==> src/pkg/seq_select_pkg.sv <==
// Register map, field layout and helpers of the step input selector
package seq_select_pkg;

    // Bus geometry
    localparam int ADDR_W    = 12;
    localparam int DATA_W    = 32;
    localparam int NUM_STEPS = 8;
    localparam int STEP_W    = 3;
    localparam int CHAN_W    = 2;
    localparam int CHAN_NUM  = 4;

    // Register offsets (byte addresses)
    localparam logic [ADDR_W-1:0] SEQ0_SEL_OFFSET = 12'h040;
    localparam logic [ADDR_W-1:0] STATUS_OFFSET   = 12'h048;

    // Selector register layout and reset
    localparam int FIELD_PITCH = 4;
    localparam int STEP_CHANNEL_LSB [NUM_STEPS] =
        '{0, 4, 8, 12, 16, 20, 24, 28};
    localparam logic [DATA_W-1:0] SEQ0_SEL_RESET = 32'h0000_0000;
    localparam logic [DATA_W-1:0] SEQ0_SEL_MASK  = 32'h3333_3333;

    // Status register layout
    localparam int STAT_STEP_LSB   = 0;
    localparam int STAT_CHAN_LSB   = 4;
    localparam int STAT_ACTIVE_BIT = 8;

    // Field of a given step, taken as a binary channel index
    function automatic logic [CHAN_W-1:0] field_of(
        input logic [DATA_W-1:0] word,
        input logic [STEP_W-1:0] step
    );
        logic [DATA_W-1:0] shifted;
        shifted  = word >> (step * FIELD_PITCH);
        field_of = shifted[CHAN_W-1:0];
    endfunction : field_of

    // Binary channel index to one-hot pin enable
    function automatic logic [CHAN_NUM-1:0] onehot_of(
        input logic [CHAN_W-1:0] chan
    );
        onehot_of = CHAN_NUM'(1) << chan;
    endfunction : onehot_of

endpackage : seq_select_pkg

==> src/pkg/step_sel_if.sv <==
// Carrier between the register file and the channel selector
`timescale 1ns/1ps
interface step_sel_if
    import seq_select_pkg::*;
();
    logic [DATA_W-1:0]   sel_word;
    logic [STEP_W-1:0]   step;
    logic                step_active;
    logic                ce;
    logic                rst;
    logic [CHAN_W-1:0]   channel;
    logic [CHAN_NUM-1:0] pin_enable;

    modport reg_side (
        output sel_word, step, step_active, ce, rst,
        input  channel, pin_enable
    );
    modport mux_side (
        input  sel_word, step, step_active, ce, rst,
        output channel, pin_enable
    );
endinterface : step_sel_if

==> src/hdl/channel_select.sv <==
// Picks the selector field of the running step for the input multiplexer
`timescale 1ns/1ps
module channel_select
    import seq_select_pkg::*;
#(
    parameter int STEPS = NUM_STEPS
) (
    // Clock
    input wire logic    core_clk,
    // Register side
    step_sel_if.mux_side sel
);

    generate
        if (STEPS < 1 || STEPS > NUM_STEPS) begin : g_bad_steps
            $error("channel_select: STEPS out of range");
        end
    endgenerate

    wire logic [CHAN_W-1:0] picked;
    wire logic              take;

    assign picked = field_of(sel.sel_word, sel.step);
    assign take   = sel.ce && sel.step_active
                    && (int'(sel.step) < STEPS);

    // Output held between steps so the mux stays settled
    always_ff @(posedge core_clk) begin
        if (sel.rst) begin
            sel.channel    <= '0;
            sel.pin_enable <= CHAN_NUM'(1);
        end else if (take) begin
            sel.channel    <= picked;
            sel.pin_enable <= onehot_of(picked);
        end
    end

endmodule : channel_select

==> src/hdl/seq0_input_select.sv <==
// APB register and step-indexed input choice for the first sequencer
//
// Contract
// Step one converts the input chosen by bits 1:0.
// Step two converts the input chosen by bits 5:4.
// Step three converts the input chosen by bits 9:8.
// Step four converts the input chosen by bits 13:12.
// Step five converts the input chosen by bits 17:16.
// Step six converts the input chosen by bits 21:20.
// Step seven converts the input chosen by bits 25:24.
// Step eight converts the input chosen by bits 29:28.
// Each field is a binary pin index, so one selects input one.
// The bit pairs between fields are read-only zero.
// The 32-bit register serves sequencer zero and resets to zero.
// The mux sees the field of the current step, updated as it moves.
`timescale 1ns/1ps
module seq0_input_select
    import seq_select_pkg::*;
(
    // Clock, reset, enable
    input  wire logic                core_clk,
    input  wire logic                rst,
    input  wire logic                clk_en,
    // APB slave
    input  wire logic                psel,
    input  wire logic                penable,
    input  wire logic                pwrite,
    input  wire logic [ADDR_W-1:0]   paddr,
    input  wire logic [DATA_W-1:0]   pwdata,
    input  wire logic [3:0]          pstrb,
    output logic      [DATA_W-1:0]   prdata,
    output logic                     pready,
    output logic                     pslverr,
    // Sequencer step
    input  wire logic [STEP_W-1:0]   step_index,
    input  wire logic                step_active,
    // Converter input multiplexer
    output logic      [CHAN_W-1:0]   channel_sel,
    output logic      [CHAN_NUM-1:0] channel_pin_en
);

    logic [DATA_W-1:0] seq0_input_select;

    step_sel_if sel ();

    // Address decode
    wire logic hit_sel;
    wire logic hit_stat;
    wire logic mapped;
    wire logic setup;
    wire logic access;
    wire logic wr_sel;

    assign hit_sel  = (paddr == SEQ0_SEL_OFFSET);
    assign hit_stat = (paddr == STATUS_OFFSET);
    assign mapped   = hit_sel || hit_stat;
    assign setup    = psel && !penable && clk_en;
    assign access   = psel && penable && clk_en;
    assign wr_sel   = access && pwrite && hit_sel;

    // Frozen enable stretches the access instead of losing it
    assign pready  = clk_en;
    assign pslverr = psel && penable && !mapped;

    // Byte lanes merged, reserved pairs forced to zero
    wire logic [DATA_W-1:0] lane_mask;
    wire logic [DATA_W-1:0] next_sel;

    assign lane_mask = {{8{pstrb[3]}}, {8{pstrb[2]}},
                        {8{pstrb[1]}}, {8{pstrb[0]}}};
    assign next_sel  = ((pwdata & lane_mask)
                       | (seq0_input_select & ~lane_mask))
                       & SEQ0_SEL_MASK;

    always_ff @(posedge core_clk) begin
        if (rst) begin
            seq0_input_select <= SEQ0_SEL_RESET;
        end else if (wr_sel) begin
            seq0_input_select <= next_sel;
        end
    end

    // Status word shows the live step and the channel on the mux
    wire logic [DATA_W-1:0] status_word;
    wire logic [DATA_W-1:0] read_mux;

    assign status_word = (DATA_W'(step_index) << STAT_STEP_LSB)
                       | (DATA_W'(channel_sel) << STAT_CHAN_LSB)
                       | (DATA_W'(step_active) << STAT_ACTIVE_BIT);
    assign read_mux = hit_sel  ? seq0_input_select :
                      hit_stat ? status_word : '0;

    // Read data captured in setup so prdata is a flop in access
    always_ff @(posedge core_clk) begin
        if (rst) begin
            prdata <= '0;
        end else if (setup) begin
            prdata <= pwrite ? '0 : read_mux;
        end
    end

    // Channel selection
    assign sel.sel_word    = seq0_input_select;
    assign sel.step        = step_index;
    assign sel.step_active = step_active;
    assign sel.ce          = clk_en;
    assign sel.rst         = rst;

    channel_select #(
        .STEPS (NUM_STEPS)
    ) u_channel_select (
        .core_clk (core_clk),
        .sel      (sel.mux_side)
    );

    assign channel_sel    = sel.channel;
    assign channel_pin_en = sel.pin_enable;
endmodule : seq0_input_select

==> config.mk <==
export PLATFORM = sky130hd
export DESIGN_NAME = seq0_input_select
export DESIGN_NICKNAME = d
export VERILOG_FILES = /design/src/pkg/seq_select_pkg.sv /design/src/pkg/step_sel_if.sv /design/src/hdl/channel_select.sv /design/src/hdl/seq0_input_select.sv
export SDC_FILE = /design/constraint.sdc
export NUM_CORES = 1
export LEC_CHECK = 0
export BUFFER_PORTS_ARGS = -buffer_cell sky130_fd_sc_hd__buf_2
export CORE_MARGIN = 4
export CORE_UTILIZATION = 45
export DETAILED_ROUTE_END_ITERATION = 8
export PLACE_DENSITY = 0.8
export SYNTH_ARGS = -nofsm -noshare
export SYNTH_HDL_FRONTEND = slang
export SYNTH_SLANG_ARGS = --single-unit
export TNS_END_PERCENT = 10
==> constraint.sdc <==
create_clock -name core_clk -period 1.8 [get_ports core_clk]
set_input_delay 0.27 -clock core_clk [delete_from_list [all_inputs] [get_ports core_clk]]
set_output_delay 0.27 -clock core_clk [all_outputs]
set_load 0.01 [all_outputs]
Yosys cells after proc, flatten, opt, wreduce, memory -nomap -nowiden
Cells that the tools add are included.
{"block": "totals", "input_bits": 58, "reg_bits": 54, "output_inout_bits": 40, "wordCells": 28}
{"block": "classes", "n_mux": 3, "n_eq_ne": 2, "bitwise_logic": 6, "n_reduce_logical": 11, "shifts": 2}
{"operator": "$and A30 B30 Y30", "count": 2}
{"operator": "$mux W30", "count": 2}
{"operator": "$not A30 Y30", "count": 1}
{"operator": "$or A30 B30 Y30", "count": 1}
{"operator": "$shr A30 B5 Y2", "count": 1}
{"operator": "$eq A12 B7 Y1 const B", "count": 2}
{"operator": "$mux W9", "count": 1}
{"operator": "$or A6 B9 Y9", "count": 1}
{"operator": "$logic_and A1 B1 Y1", "count": 8}
{"operator": "$or A3 B6 Y6", "count": 1}
{"operator": "$shl A1 B2 Y4 const A", "count": 1}
{"operator": "$logic_not A1 Y1", "count": 2}
{"operator": "$logic_or A1 B1 Y1", "count": 1}

Longest topological paths before layout
{"block": "depth", "depth_word": 5, "ltp_mapped": 6, "mapped_depth_nobuf": 4}

Cells and area by module
Synthesis repeated with hierarchy kept, for this count alone.
{"block": "hier_totals", "cells_unflattened": 187, "area_unflattened_um2": 1868.0}
{"module": "seq0_input_select", "area_per_inst_um2": 1495.2, "cells_per_inst": 158, "instances": 1, "seq_area_each_um2": 660.6}
{"module": "channel_select", "area_per_inst_um2": 372.9, "cells_per_inst": 29, "instances": 1, "seq_area_each_um2": 120.1}

Least setup slack after synthesis
Ideal clock, no wire load.
{"block": "synth_timing", "path_kind": "input -> register", "startpoint": "in step_index[0]", "endpoint": "reg u_channel_select.sel.pin_enable[1]", "path_slack_ps": 338, "path_stages": 5, "required_time_ps": 1667, "path_buffers": 1, "arrival_time_ps": 1328, "setup_ps": 133, "path_cell_list": "buf_6 > mux4_2 > mux2_4 > mux2i_1 > a311oi_1"}
{"block": "synth_between", "elab_chain_cells": 2}
{"item": "from (decl)", "line_no": "seq0_input_select.sv:35", "source": "input wire logic [STEP_W-1:0] step_index,"}
{"item": "$shr A30 B5 Y2", "line_no": "seq_select_pkg.sv:34", "source": "shifted = word >> (step * FIELD_PITCH);"}
{"item": "$shl A1 B2 Y4", "line_no": "seq_select_pkg.sv:42", "source": "onehot_of = CHAN_NUM'(1) << chan;"}
{"item": "to (signal assigned)", "line_no": "channel_select.sv:34", "source": "sel.pin_enable <= onehot_of(picked);"}
{"item": "to (decl)", "line_no": "step_sel_if.sv:20", "source": "output channel, pin_enable"}
No other way between the ends.
A chain may end at the register's enable or synchronous reset.

Worst setup path after layout
{"block": "layout_timing", "startpoint": "in paddr[9]", "endpoint": "out pslverr"}
{"block": "layout_between", "elab_chain_cells": 4, "word_cells_on_any_way": 5, "cone_classes": "2 x eq/ne; 3 x reduce/logical"}
{"item": "from (decl)", "line_no": "seq0_input_select.sv:28", "source": "input wire logic [ADDR_W-1:0] paddr,"}
{"item": "$eq A12 B7 Y1 (on tied branches)", "line_no": "seq0_input_select.sv:54, seq0_input_select.sv:55"}
{"item": "$logic_or A1 B1 Y1 *", "line_no": "seq0_input_select.sv:56", "source": "assign mapped = hit_sel || hit_stat;"}
{"item": "$logic_not A1 Y1 *", "line_no": "seq0_input_select.sv:63", "source": "assign pslverr = psel && penable && !mapped;"}
{"item": "$logic_and A1 B1 Y1 *", "line_no": "seq0_input_select.sv:63"}
{"item": "to (decl)", "line_no": "seq0_input_select.sv:33", "source": "output logic pslverr,"}
Mark *: on every way between the ends. The rest lies on a longest branch, timed or not.

==> Implementation_results.wiki <==
{| class="wikitable"
! Metric !! Value
|-
| Result of the run || finished, final reports clean
|-
| Core box area || 4029 µm²
|-
| Largest net degree at the start of global routing || 36
|-
| Clock latency on the worst-skew pair || 0.29 ns
|-
| Synth top cells by count || dfxtp_1 (39), nand2_1 (36), mux2i_1 (19), buf_4 (17), a22o_1 (11)
|-
| Cell count after synthesis || 188
|-
| Category of the critical setup timing path || input pin to primary output
|-
| Area Growth Syn to Fin || 20.24%
|-
| Proportion of synthesized flip-flops having asynchronous set or reset || 0
|-
| Average cell area after synthesis || 10.06 µm²
|-
| Clk Tree Root Cell || clkbuf_8
|-
| HP Class || input pin to flop
|-
| Number of endpoints failing setup at the final stage || 0
|-
| Global placer's final weighted congestion || 0.7881
|-
| Final Hold Viols || 0
|-
| Layout cell share with drive strength beyond 1 || 0.3804
|-
| Buffer count from post-CTS setup fixing || 0
|-
| Number of H-tree levels || 2
|-
| Global-route usage over all layers || 0.1643
|-
| CP delay by family, top || simple AND/OR/NAND/NOR gates
|-
| Average wire per standard cell || 14.10 µm
|-
| Unrepaired setup endpoints after global routing || false
|-
| Via/cell ratio || 5.059
|-
| Count of nets left with antenna violations after detail routing || 0
|-
| Placed wire-length estimate || 3384 µm
|-
| Area of the mapped netlist || 1892 µm²
|-
| Maximum buffer depth of the clock tree || 2
|-
| Static leakage || 1.035 nW
|-
| Worst stage delay on the critical path || 0.32 ns
|-
| Data required time at the worst endpoint || 1.53 ns
|-
| Die width || 72.84 µm
|-
| Clock skew after layout || 0.003747 ns
|-
| Most common cell in the synthesized netlist || dfxtp_1
|-
| Global-route wire length before repair || 6748 µm
|-
| Power density over the cells || 692.5 nW/µm²
|-
| Drt initial violations || 60
|-
| Number of diodes added for antenna fixing || 0
|-
| PortBufs || 66
|-
| Hold path cells || 3
|-
| Ranking of synthesized cells by area || dfxtp_1 (41%), mux2i_1 (10%), nand2_1 (7.1%), buf_4 (6.7%), a22o_1 (5.1%)
|-
| Synthesized flop and latch total || 39
|-
| CP Data Arrival Time || 1.38 ns
|-
| Main synth FF type || dfxtp_1
|-
| Cell-by-cell trace of the critical path || buf_2, nor4_2, nand3_2, and3_1, buf_2
|-
| Final critical-path share of the clock period || 0.9193
|-
| Critical path's slowest cell || nor4_2
|-
| Worst Path Max Fanout || 5
|-
| Distinct cell type count after synthesis || 37
|-
| Placement row count || 23
|-
| Power consumption || 1.575 mW
|-
| # Max-Cap Violations || 0
|-
| Max-slew violation total from the final report || 0
|-
| Post-synthesis sequential area ratio || 0.4127
|-
| Upper clock frequency limit || 0.6043 GHz
|-
| Worst setup SP type || input pin
|-
| DIE HEIGHT || 72.84 µm
|-
| Initial cell density of the core || 0.4696
|-
| Count of clock tree sinks || 39
|-
| Worst Path Buf+Inv || 2
|-
| Number of flops mapped to enable cells by yosys || 0
|-
| Depth of the most critical reg-to-reg path || 4
|-
| Cell with the most instances on the worst path || buf_2
|-
| Router iterations before antenna repair || 4
|-
| Number of vias in the routed layout || 1543
|-
| Setup TNS Final || 0 ns
|-
| CTS tree || built
|-
| Number of nets in the final layout || 312
|-
| Yosys warning total || 0
|-
| Clock-pin slew on the worst setup and hold paths || 0.07 ns
|-
| Clock period minus final worst setup slack || 1.655 ns
|-
| Synth top area share || 0.4127
|-
| Number of antenna violations at the first check in global routing || 0
|-
| # fillers || 397
|-
| Clock buffer count from CTS || 5
|-
| Number of hold buffers added after CTS || 0
|-
| Total die area || 5306 µm²
|-
| Number of gates on the worst path with buffers counted || 5
|-
| Resize count post-CTS || 0
|-
| Wire length reported by the detailed router || 4302 µm
|-
| Vias in the first global route || 1487
|-
| Overall overflow remaining after global route || 0
|-
| Cell taking the most area after synthesis || dfxtp_1
|-
| Ports placed on the boundary || 98
|-
| DRC violation count after routing || 0
|-
| CP endpoint kind || primary output
|-
| Worst VDD drop || 0.3200 mV
|}
## layout by cell type (no fill, tap or decap), types with 2 or more instances in the layout
| master | netlist | final |
|---|---|---|
| a21oi_1 | 3 | 3 |
| clkbuf_8 | 0 | 5 |
| nand3b_1 | 2 | 2 |
| nor3_4 | 4 | 4 |
| mux2i_1 | 19 | 19 |
| a22o_1 | 11 | 11 |
| buf_4 | 17 | 4 |
| nand2b_1 | 2 | 2 |
| mux2_2 | 5 | 5 |
| clkbuf_1 | 4 | 2 |
| buf_2 | 1 | 66 |
| a22oi_1 | 5 | 5 |
| nand3_2 | 2 | 2 |
| nor4_2 | 2 | 2 |
| nor2_1 | 7 | 7 |
| mux4_2 | 3 | 3 |
| nand2_1 | 36 | 36 |
| nand3_1 | 3 | 3 |
| inv_1 | 4 | 4 |
| dfxtp_1 | 39 | 39 |
| conb_1 | 1 | 15 |
## worst register-to-register path, cell delays in order, from the launching register on
cell,delay (ns)
dfxtp_1,0.34
mux4_2,0.49
mux2_4,0.31
mux2i_1,0.15
a311oi_1,0.07
## layout make-up
type                       count  area, µm²  area share
clock buffer                   7      76.32     0.03355
timing repair buffer          70      360.3      0.1584
multi-input combinational    133      970.9      0.4268
inverter                       5      18.77    0.008251
tap                           50      62.56     0.02750
clock inverter                 1      5.005    0.002200
sequential                    39      780.7      0.3432
## worst paths after layout
path	from	slack, ns	to
worst max register to register	flop	0.31	u_channel_select.sel.pin_enable[1]
worst min-delay path	pwdata[16]	0.22	flop
worst min register to register	prdata[9]	0.47	prdata[9]
worst max-delay path	paddr[9]	0.15	pslverr
## through the flow
step | utilization | worst slack (ns) | instances | hold slack (ns) | instance area, µm²
global route | 0.5646 | 0.02517 | 305 | 0.2213 | 2275
finish | 0.5646 | 0.1452 | 305 | 0.2246 | 2275
floorplan | - | 0.3385 | 202 | 0.3691 | 1944
detailed placement | 0.5444 | 0.08812 | 297 | 0.4627 | 2193
CTS | 0.5646 | 0.1204 | 305 | 0.2205 | 2275
global placement | 0.5444 | 0.1478 | 297 | 0.4567 | 2193
## logic make-up (layout without fill, tap and decap cells)
logic type | count (synthesis) | count (layout) | share of synthesized area
simple gates | 66 | 66 | 0.2077
buf+inv | 30 | 83 | 0.1018
compound gates | 24 | 24 | 0.1018
mux | 28 | 28 | 0.1739
flops | 39 | 39 | 0.4127
other cells | 1 | 15 | 0.001982
## routing by layer
metal / GRT usage / up-vias / share of wire
met3: 0.03994 / 11 / 0.069
li1: - / 757 / -
met4: 0.08402 / 0 / 0.029
met2: 0.2735 / 62 / 0.49
met1: 0.1956 / 713 / 0.42
met5: 0 / - / 0
## power by group
part / leakage, nW / internal (mW) / total [mW] / switching (mW)
Clock: 0.0422 / 0.272 / 0.559 / 0.288
Combinational: 0.678 / 0.0599 / 0.150 / 0.0901
Sequential: 0.314 / 0.865 / 0.866 / 0.00116
(Power assumes the default switching activity.)
